--- src/bss_pkg.sv ---
// package: register map, field layout, reset values and timing for the slave window block
`default_nettype none
package bss_pkg;

  // ------------------------------------------------------------
  // register map and reset values
  // ------------------------------------------------------------
  localparam logic [11:0] DMA_STATUS_OFS  = 12'h04BF;
  localparam logic [11:0] SLV_WIN0_OFS    = 12'h04C3;
  localparam logic [7:0]  DMA_STATUS_RST  = 8'h60;
  localparam logic [7:0]  SLV_WIN0_RST    = 8'h00;
  localparam logic [7:0]  UNMAPPED_DATA   = 8'h00;

  // ------------------------------------------------------------
  // field positions
  // ------------------------------------------------------------
  localparam int ST_WPOST   = 7;
  localparam int ST_BERR    = 4;
  localparam int ST_LFAULT  = 3;
  localparam int ST_DMABERR = 2;
  localparam int ST_DMALF   = 1;
  localparam int ST_BLOCK   = 0;
  localparam logic [7:0] ST_FIXED_MASK = 8'h60;  // unused bits read as after reset
  localparam int CR_TIMER   = 6;                 // bits 7..6
  localparam int CR_SUPER   = 5;
  localparam int CR_D32     = 4;
  localparam int CR_SPACE   = 2;                 // bits 3..2
  localparam int CR_MODE    = 0;                 // bits 1..0
  localparam int AM_SUPER_BIT = 2;

  // ------------------------------------------------------------
  // mode encodings
  // ------------------------------------------------------------
  typedef enum logic [1:0] {
    TMR_OFF = 2'b00, TMR_50HZ = 2'b01, TMR_1000HZ = 2'b10, TMR_100HZ = 2'b11
  } bss_timer_e;
  typedef enum logic [1:0] {
    SPC_A32 = 2'b00, SPC_A24 = 2'b01, SPC_A16 = 2'b10, SPC_USER = 2'b11
  } bss_space_e;
  typedef enum logic [1:0] {
    LTM_NONE = 2'b00, LTM_EMUL = 2'b01, LTM_ACCEL = 2'b10, LTM_RSVD = 2'b11
  } bss_xfer_e;
  // upper three address modifier bits per standard space
  localparam logic [2:0] AM_HI_A32 = 3'h1;
  localparam logic [2:0] AM_HI_A24 = 3'h7;
  localparam logic [2:0] AM_HI_A16 = 3'h5;

  // ------------------------------------------------------------
  // timing
  // ------------------------------------------------------------
  localparam int CLK_HZ      = 50_000_000;
  localparam int RATE_50_HZ  = 50;
  localparam int RATE_100_HZ = 100;
  localparam int RATE_1K_HZ  = 1000;
  localparam int DIV_50      = CLK_HZ / RATE_50_HZ;
  localparam int DIV_100     = CLK_HZ / RATE_100_HZ;
  localparam int DIV_1K      = CLK_HZ / RATE_1K_HZ;

  // ------------------------------------------------------------
  // carriers
  // ------------------------------------------------------------
  typedef struct packed {
    logic       req;     // one-cycle request pulse
    logic [5:0] am;      // address modifier
    logic       block;   // block transfer
    logic       d32;     // 32-bit data
  } bss_slave_req_s;
  typedef struct packed {
    logic ack;           // one-cycle accept pulse
    logic berr;          // one-cycle bus error pulse
  } bss_slave_rsp_s;

endpackage
`default_nettype wire

--- src/bss_slave_window.sv ---
// register bank: DMA transfer status and slave window 0 control with their effects
`timescale 1ns/10ps
`default_nettype none
// What this block does
// - status register resets to hex 60
// - write-post info bit always reads clear
// - status bit 4 mirrors backplane fault flag
// - status bit 3 mirrors local fault, clear
// - DMA backplane error sticky until software clears
// - DMA local fault bit never sets here
// - block bit clears when local DMA completes
// - window control register resets to zero
// - timer field picks off/50/1000/100 Hz
// - timer serviced only when irq2 enabled
// - supervisory bit rejects non-supervisory accesses
// - D32 bit gates 32-bit slave accesses
// - space field picks A32/A24/A16/user codes
// - mode 00 rejects incoming block transfers
// - mode 01 emulation unsupported, not used
// - mode 10 holds local strobe whole block
// - backplane fault flag sticky until cleared
// - user space compares source register code
module bss_slave_window #(
  parameter int DIV50  = bss_pkg::DIV_50,
  parameter int DIV100 = bss_pkg::DIV_100,
  parameter int DIV1K  = bss_pkg::DIV_1K
) (
  input  wire logic                    core_clk,          // 50 MHz clock
  input  wire logic                    reset,             // async, active high
  input  wire logic [11:0]             ioAddr,            // byte I/O address
  input  wire logic                    ioRd,              // read strobe
  input  wire logic                    ioWr,              // write strobe
  input  wire logic [7:0]              ioWrData,          // write byte
  output logic      [7:0]              ioRdData,          // read byte, next cycle
  input  wire logic                    berrPin,           // backplane bus error, async
  input  wire logic                    faultFlagClear,    // clears bus fault flag
  input  wire logic                    dmaActive,         // local DMA running
  input  wire logic                    blockStart,        // interleaved block begins
  input  wire logic                    dmaDone,           // local DMA completes
  input  wire logic                    irq2Enable,        // local_irq2_control enable
  input  wire logic [5:0]              amSource,          // am_source_register code
  input  wire bss_pkg::bss_slave_req_s slvReq,            // window 0 access
  output bss_pkg::bss_slave_rsp_s      slvRsp,            // accept or bus error
  output logic                         busFaultFlag,      // backplane fault flag
  output logic                         localIrqLine2,     // periodic timer pulse
  output logic                         timerService,      // serviced timer event
  output logic                         localAddrStrobe    // held over block
);

  // ------------------------------------------------------------
  // input synchroniser
  // ------------------------------------------------------------
  logic berrMeta_reg, berrSync_reg;
  logic berrMeta_next, berrSync_next;

  // backplane pin, two flops before use
  always_comb begin
    berrMeta_next = berrPin;
    berrSync_next = berrMeta_reg;
  end

  always_ff @(posedge core_clk or posedge reset) begin
    if (reset) begin
      berrMeta_reg <= 1'b0;
      berrSync_reg <= 1'b0;
    end else begin
      berrMeta_reg <= berrMeta_next;
      berrSync_reg <= berrSync_next;
    end
  end

  // ------------------------------------------------------------
  // register decode
  // ------------------------------------------------------------
  function automatic logic hit(input logic [11:0] a, input logic [11:0] ofs);
    hit = (a == ofs);
  endfunction

  logic wrStatus, wrCtrl;
  assign wrStatus = ioWr && hit(ioAddr, bss_pkg::DMA_STATUS_OFS);
  assign wrCtrl   = ioWr && hit(ioAddr, bss_pkg::SLV_WIN0_OFS);

  // ------------------------------------------------------------
  // status and control registers
  // ------------------------------------------------------------
  logic [7:0] ctrl_reg, ctrl_next;
  logic       faultFlag_reg, faultFlag_next;
  logic       dmaBerr_reg, dmaBerr_next;
  logic       block_reg, block_next;
  logic [7:0] status;
  logic [7:0] rdData_reg, rdData_next;

  // sticky flags: a set in the cycle of a clear wins, so no event is lost
  always_comb begin
    ctrl_next      = ctrl_reg;
    faultFlag_next = faultFlag_reg;
    dmaBerr_next   = dmaBerr_reg;
    block_next     = block_reg;
    if (wrCtrl) begin
      ctrl_next = ioWrData;
    end
    if (faultFlagClear) begin
      faultFlag_next = 1'b0;
    end
    if (berrSync_reg) begin
      faultFlag_next = 1'b1;
    end
    if (wrStatus && !ioWrData[bss_pkg::ST_DMABERR]) begin
      dmaBerr_next = 1'b0;
    end
    if (berrSync_reg && dmaActive) begin
      dmaBerr_next = 1'b1;
    end
    if (dmaDone) begin
      block_next = 1'b0;
    end
    if (blockStart) begin
      block_next = 1'b1;
    end
  end

  always_comb begin
    status                        = bss_pkg::ST_FIXED_MASK;
    status[bss_pkg::ST_WPOST]     = 1'b0;
    status[bss_pkg::ST_BERR]      = faultFlag_reg;
    status[bss_pkg::ST_LFAULT]    = 1'b0;
    status[bss_pkg::ST_DMABERR]   = dmaBerr_reg;
    status[bss_pkg::ST_DMALF]     = 1'b0;
    status[bss_pkg::ST_BLOCK]     = block_reg;
  end

  // read data registered; unmapped addresses read zero
  always_comb begin
    rdData_next = rdData_reg;
    if (ioRd) begin
      if (hit(ioAddr, bss_pkg::DMA_STATUS_OFS)) begin
        rdData_next = status;
      end else if (hit(ioAddr, bss_pkg::SLV_WIN0_OFS)) begin
        rdData_next = ctrl_reg;
      end else begin
        rdData_next = bss_pkg::UNMAPPED_DATA;
      end
    end
  end

  always_ff @(posedge core_clk or posedge reset) begin
    if (reset) begin
      ctrl_reg      <= bss_pkg::SLV_WIN0_RST;
      faultFlag_reg <= 1'b0;
      dmaBerr_reg   <= 1'b0;
      block_reg     <= 1'b0;
      rdData_reg    <= 8'h00;
    end else begin
      ctrl_reg      <= ctrl_next;
      faultFlag_reg <= faultFlag_next;
      dmaBerr_reg   <= dmaBerr_next;
      block_reg     <= block_next;
      rdData_reg    <= rdData_next;
    end
  end

  assign ioRdData     = rdData_reg;
  assign busFaultFlag = faultFlag_reg;

  // ------------------------------------------------------------
  // periodic timer
  // ------------------------------------------------------------
  bss_pkg::bss_timer_e timerMode;
  assign timerMode = bss_pkg::bss_timer_e'(ctrl_reg[bss_pkg::CR_TIMER +: 2]);

  logic [31:0] divCnt_reg, divCnt_next;
  logic [1:0]  lastMode_reg, lastMode_next;
  logic        tick_reg, tick_next;
  logic        service_reg, service_next;
  logic [31:0] divTop;

  always_comb begin
    unique case (timerMode)
      bss_pkg::TMR_50HZ:   divTop = 32'(DIV50 - 1);
      bss_pkg::TMR_1000HZ: divTop = 32'(DIV1K - 1);
      bss_pkg::TMR_100HZ:  divTop = 32'(DIV100 - 1);
      bss_pkg::TMR_OFF:    divTop = 32'h0000_0000;
    endcase
  end

  // a rate change restarts the period so the first pulse is a full one
  always_comb begin
    lastMode_next = ctrl_reg[bss_pkg::CR_TIMER +: 2];
    tick_next     = 1'b0;
    divCnt_next   = divCnt_reg + 32'h0000_0001;
    if (timerMode == bss_pkg::TMR_OFF || lastMode_reg != ctrl_reg[bss_pkg::CR_TIMER +: 2]) begin
      divCnt_next = 32'h0000_0000;
    end else if (divCnt_reg >= divTop) begin
      divCnt_next = 32'h0000_0000;
      tick_next   = 1'b1;
    end
    service_next = tick_next && irq2Enable;
  end

  always_ff @(posedge core_clk or posedge reset) begin
    if (reset) begin
      divCnt_reg   <= 32'h0000_0000;
      lastMode_reg <= 2'b00;
      tick_reg     <= 1'b0;
      service_reg  <= 1'b0;
    end else begin
      divCnt_reg   <= divCnt_next;
      lastMode_reg <= lastMode_next;
      tick_reg     <= tick_next;
      service_reg  <= service_next;
    end
  end

  assign localIrqLine2 = tick_reg;
  assign timerService  = service_reg;

  // ------------------------------------------------------------
  // slave window 0 qualification
  // ------------------------------------------------------------
  bss_pkg::bss_space_e space;
  bss_pkg::bss_xfer_e  xferMode;
  assign space    = bss_pkg::bss_space_e'(ctrl_reg[bss_pkg::CR_SPACE +: 2]);
  assign xferMode = bss_pkg::bss_xfer_e'(ctrl_reg[bss_pkg::CR_MODE +: 2]);

  logic spaceOk, reject;
  bss_pkg::bss_slave_rsp_s rsp_reg, rsp_next;
  logic strobe_reg, strobe_next;

  always_comb begin
    unique case (space)
      bss_pkg::SPC_A32:  spaceOk = slvReq.am[5:3] == bss_pkg::AM_HI_A32;
      bss_pkg::SPC_A24:  spaceOk = slvReq.am[5:3] == bss_pkg::AM_HI_A24;
      bss_pkg::SPC_A16:  spaceOk = slvReq.am[5:3] == bss_pkg::AM_HI_A16;
      bss_pkg::SPC_USER: spaceOk = slvReq.am == amSource;
    endcase
  end

  // only accelerated mode carries block transfers; emulation is not built
  always_comb begin
    reject = !spaceOk;
    if (ctrl_reg[bss_pkg::CR_SUPER] && !slvReq.am[bss_pkg::AM_SUPER_BIT]) begin
      reject = 1'b1;
    end
    if (slvReq.d32 && !ctrl_reg[bss_pkg::CR_D32]) begin
      reject = 1'b1;
    end
    if (slvReq.block && xferMode != bss_pkg::LTM_ACCEL) begin
      reject = 1'b1;
    end
    rsp_next.ack  = slvReq.req && !reject;
    rsp_next.berr = slvReq.req && reject;
  end

  always_comb begin
    strobe_next = (ctrl_next[bss_pkg::CR_MODE +: 2] == bss_pkg::LTM_ACCEL) && block_next;
  end

  always_ff @(posedge core_clk or posedge reset) begin
    if (reset) begin
      rsp_reg    <= '0;
      strobe_reg <= 1'b0;
    end else begin
      rsp_reg    <= rsp_next;
      strobe_reg <= strobe_next;
    end
  end

  assign slvRsp          = rsp_reg;
  assign localAddrStrobe = strobe_reg;
endmodule
`default_nettype wire

--- config.mk ---
export PLATFORM = sky130hd
export DESIGN_NAME = bss_slave_window
export DESIGN_NICKNAME = d
export VERILOG_FILES = /design/src/bss_pkg.sv /design/src/bss_slave_window.sv
export SDC_FILE = /design/constraint.sdc
export NUM_CORES = 1
export LEC_CHECK = 0
export BUFFER_PORTS_ARGS = -buffer_cell sky130_fd_sc_hd__buf_2
export CORE_MARGIN = 2
export CORE_UTILIZATION = 58
export CTS_BUF_LIST = sky130_fd_sc_hd__clkbuf_4 sky130_fd_sc_hd__clkbuf_8
export DETAILED_ROUTE_END_ITERATION = 12
export PLACE_DENSITY = 0.83
export SLEW_MARGIN = 20
export SYNTH_ARGS = -nofsm -noshare
export SYNTH_HDL_FRONTEND = slang
export SYNTH_SLANG_ARGS = --single-unit
--- constraint.sdc ---
create_clock -name core_clk -period 4.9 [get_ports core_clk]
set_input_delay 0.98 -clock core_clk [delete_from_list [all_inputs] [get_ports core_clk]]
set_output_delay 0.98 -clock core_clk [all_outputs]
set_load 0.01 [all_outputs]
==> metrics.md <==
| Metric | Value |
|---|---|
| Fill count | approximately 380 |
| Total CTS buffers | 9 |
| Fin cells | 427 |
| Detailed Routing Iterations Pass 1 | 7 |
| Comb pwr share | 5.5% |
| Critical Path End Type | register |
| FF+latch count, synth | 60 |
| CTS tree | done |
| Cts repair resizes | 0 |
| Ranking of synthesized cells by area | dfrtp_1, ha_1, xor2_1, xnor2_1, nor2_2 |
| Footprint of the multi-input gates | 0.00151 mm2 |
| Worst Setup Start Kind | register |
| Residual DRC count | 0 |
| First-pass GRT wire length | approximately 10,000 um |
| Setup bufs post-CTS | 0 |
| Initial Utilization | 60.5% |
| Via Count | 2,300 |
| Die Area | 0.00592 mm2 |
| Crit path cell chain | inv_1, ha_1, o21ai_0, ha_1, and3_1, and4_1, a211oi_2, nand4b_2, nor2_2 |
| CP Class | register to register |
| Cts hold-fix bufs | 0 |
| FP Rows | 26 |
| Total global-route track usage | 22.2% |
| Slew @ Worst Pin | 0.920 ns |
| Most numerous cell in the Yosys netlist | dfrtp_1 |
| Peak VDD IR | 229 uV |
| R2r startpoint | ctrl_reg[6] |
| Hold Fails Final Rpt | 0 |
| Syn_area_per_cell | roughly 11 um2 |
| Most instantiated cells after synthesis | dfrtp_1, ha_1, inv_1, nor2_2, xor2_1 |
| H-tree depth | 3 |
| CP most frequent cell | ha_1 |
| Setup TNS | 0 ns |
| Leak pwr | between 0.0015 and 0.002 uW |
| Number of buffers and inverters on the critical path | 1 |
| Hold_sp | berrMeta_reg |
| Die W | 77.0 um |
| CTS clk-pin slew, worst paths | 0.07 ns |
| Antenna violations before repair | 0 |
| Final #Nets | about 420 |
| Antenna viol nets, final | 0 |
| Ports | 59 |
| Worst Path Arrival | 3.62 ns |
| Post-synth EDFFs | 0 |
| FF-to-FF setup slack | 1.53 ns |
| Max Slew Vio Count | 0 |
| Synth warnings | 0 |
| Diode count | 0 |
| Leading area contributor after synthesis | dfrtp_1 |
| Power share of the sequential group | 49.6% |
| Int Pwr | 794 uW |
| Top delay family on crit path | simple AND/OR/NAND/NOR gates |
| # clock sinks | 60 |
| Post-synth top area share | 48.6% |
| FF-to-FF End | divCnt_reg[20] |
| PD cells | 279 mW/mm2 |
| Vias in the first global route | 2,303 |
| Total gr overflow | 0 |
| Skew final | 0.0101 ns |
| Gate Count Post-Synth | 277 |
| Post-DR vias/cell | 5.39 |
| Number of buffers added on ports | 58 |
| Clock tree buffer depth | 2 |
| Worst hold endpoint | berrSync_reg |
| Skew-Pair Late Insertion Delay | 0.34 ns |
| CTS Root Buffer Type | clkbuf_8 |
| FFs w/ async S/R, synth | 100% |
| Power consumption | 1030 uW |
| Minimum clock period | 3.37 ns |
| Fmax | 0.296 GHz |
| Max Cap Viol | 0 |
| Worst R2R Path Depth | 9 |
| Initial DRC count | 127 |
| Worst min path class | register to register |
| Share of cells above drive strength 1 | 30.8% |
| # setup viols final | 0 |
| Crit-path max FO | 21 |
| Slew HR | roughly two fifths |
| Run status | finished, final reports clean |
| Period utilisation layout | between 60 and 70% |
| Die Y | 77.0 um |
| Synthesized cell area | 0.00309 mm2 |
| Largest net degree at the start of global routing | 61 |
| Top FF cell, synth | dfrtp_1 |
| Drt wl/cell | 14.5 um |
| Clock power frac | 44.9% |
| RSZ-0062 raised after global routing | no |
| Sequential-to-total area share from yosys stat | 48.6% |
| Synth-to-layout area growth | 19.3% |
| Worst path max stage delay | 0.76 ns |
| Core ar. | 0.00511 mm2 |
| Final instance area | 0.00368 mm2 |
| Net Switching | 235 uW |
| Number of distinct library cells after synthesis | 47 |
| Worst EP required | 5.14 ns |
| Register area | approximately 0.0015 mm2 |
| Placed inst area | 0.00347 mm2 |
| Slowest cell on the critical path | nand4b_2 |
| Routability cong. | 0.808 |
| Flip-flop count of the largest register after layout | 32 |
| Final wirelength | 6180 um |
| Final core utilization | approximately 72% |
| Switching Share | 22.8% |
| Post-Place Cells | roughly 400 |
| HPWL Detailed | ~4500 um |
| Hold-critical path depth | 0 |
worst max-delay path by stage:
| stage | from | endpoint | cells after the start |
|---|---|---|---|
| 6_report | ctrl_reg[6] | divCnt_reg[20] | 9 |
| 5_1_grt | ctrl_reg[6] | divCnt_reg[20] | 9 |
| 4_1_cts | ctrl_reg[6] | divCnt_reg[20] | 9 |
| 3_5_place_dp | ctrl_reg[6] | divCnt_reg[20] | 9 |
| 3_3_place_gp | ctrl_reg[6] | divCnt_reg[3] | 9 |
| 2_1_floorplan | reset | berrMeta_reg | 1 |
logic make-up (layout without fill, tap and decap cells):
| group | count (synthesis) | count (layout) | synth area share (%) |
|---|---|---|---|
| and+or+nand+nor | 94 | 94 | 19.0 |
| DFF | 60 | 60 | 48.6 |
| AOI/OAI and AO/OA | 34 | 34 | 7.25 |
| xor gates and xnor gates | 29 | 29 | 8.23 |
| buffers and inverters | 26 | 96 | 3.77 |
| adders and majority gates | 25 | 25 | 10.1 |
| muxes | 8 | 8 | 2.92 |
| other | 1 | 11 | 0.121 |
stage by stage:
stage	hold WS [ns]	setup slack, ns
6_report	0.348	1.53
5_1_grt	0.356	1.29
4_1_cts	0.352	1.49
3_5_place_dp	0.336	1.54
3_3_place_gp	0.332	1.76
2_1_floorplan	0.331	2.44
area by class of cell:
type,instances,share of cell area [%]
multi-input combinational,201,40.9
sequential,60,40.8
timing repair buffer,59,8.08
clock buffer,11,4.11
tap,70,2.38
inverter,21,2.14
clock inverter,5,1.60
worst reg2reg max path, cell delays in order (launching register included):
cell and delay [ns]:
dfrtp_1 0.48, inv_1 0.19, ha_1 0.24, o21ai_0 0.27, ha_1 0.32, and3_1 0.17, and4_1 0.22, a211oi_2 0.28
nand4b_2 0.76, nor2_2 0.35
metal layers:
layer,share of wire (%),global-route usage (%)
met1,44,28.9
met5,0,0
met3,3.7,6.47
met2,50,35.5
met4,1.7,8.18
power groups by stage:
| stage | clock, uW | combinational, uW | sequential (uW) |
|---|---|---|---|
| final | 462 | 56.7 | 510 |
| after global routing | 495 | 64.3 | 511 |
| after CTS | 470 | 57.0 | 510 |
| after detailed placement | 0 | 56.9 | 519 |
| after global placement | 0 | 54.4 | 519 |
| after floorplan | 0 | 24.6 | 521 |
layout by cell type, fill, tap and decap left out, types with 2 or more instances in the layout:
cell | synthesis | layout
or3_1 | 2 | 2
a31oi_1 | 2 | 2
a21o_1 | 3 | 3
o21ai_0 | 6 | 6
nor2_1 | 12 | 12
nor2_4 | 2 | 2
nand3_1 | 12 | 12
a22oi_1 | 3 | 3
xnor2_1 | 13 | 13
xor2_1 | 16 | 16
and4_1 | 5 | 5
conb_1 | 1 | 11
buf_2 | 0 | 58
a21oi_1 | 11 | 11
mux2_2 | 8 | 8
and3_1 | 3 | 3
nand4_1 | 6 | 6
and2_1 | 4 | 4
inv_1 | 21 | 20
nor3_1 | 5 | 5
dfrtp_1 | 60 | 60
nand2_1 | 9 | 9
ha_1 | 25 | 25
nor4_1 | 5 | 5
clkbuf_8 | 0 | 11
nor2_2 | 18 | 18
clkinvlp_4 | 0 | 2
No activity file was read; power rests on OpenSTA's default activity.
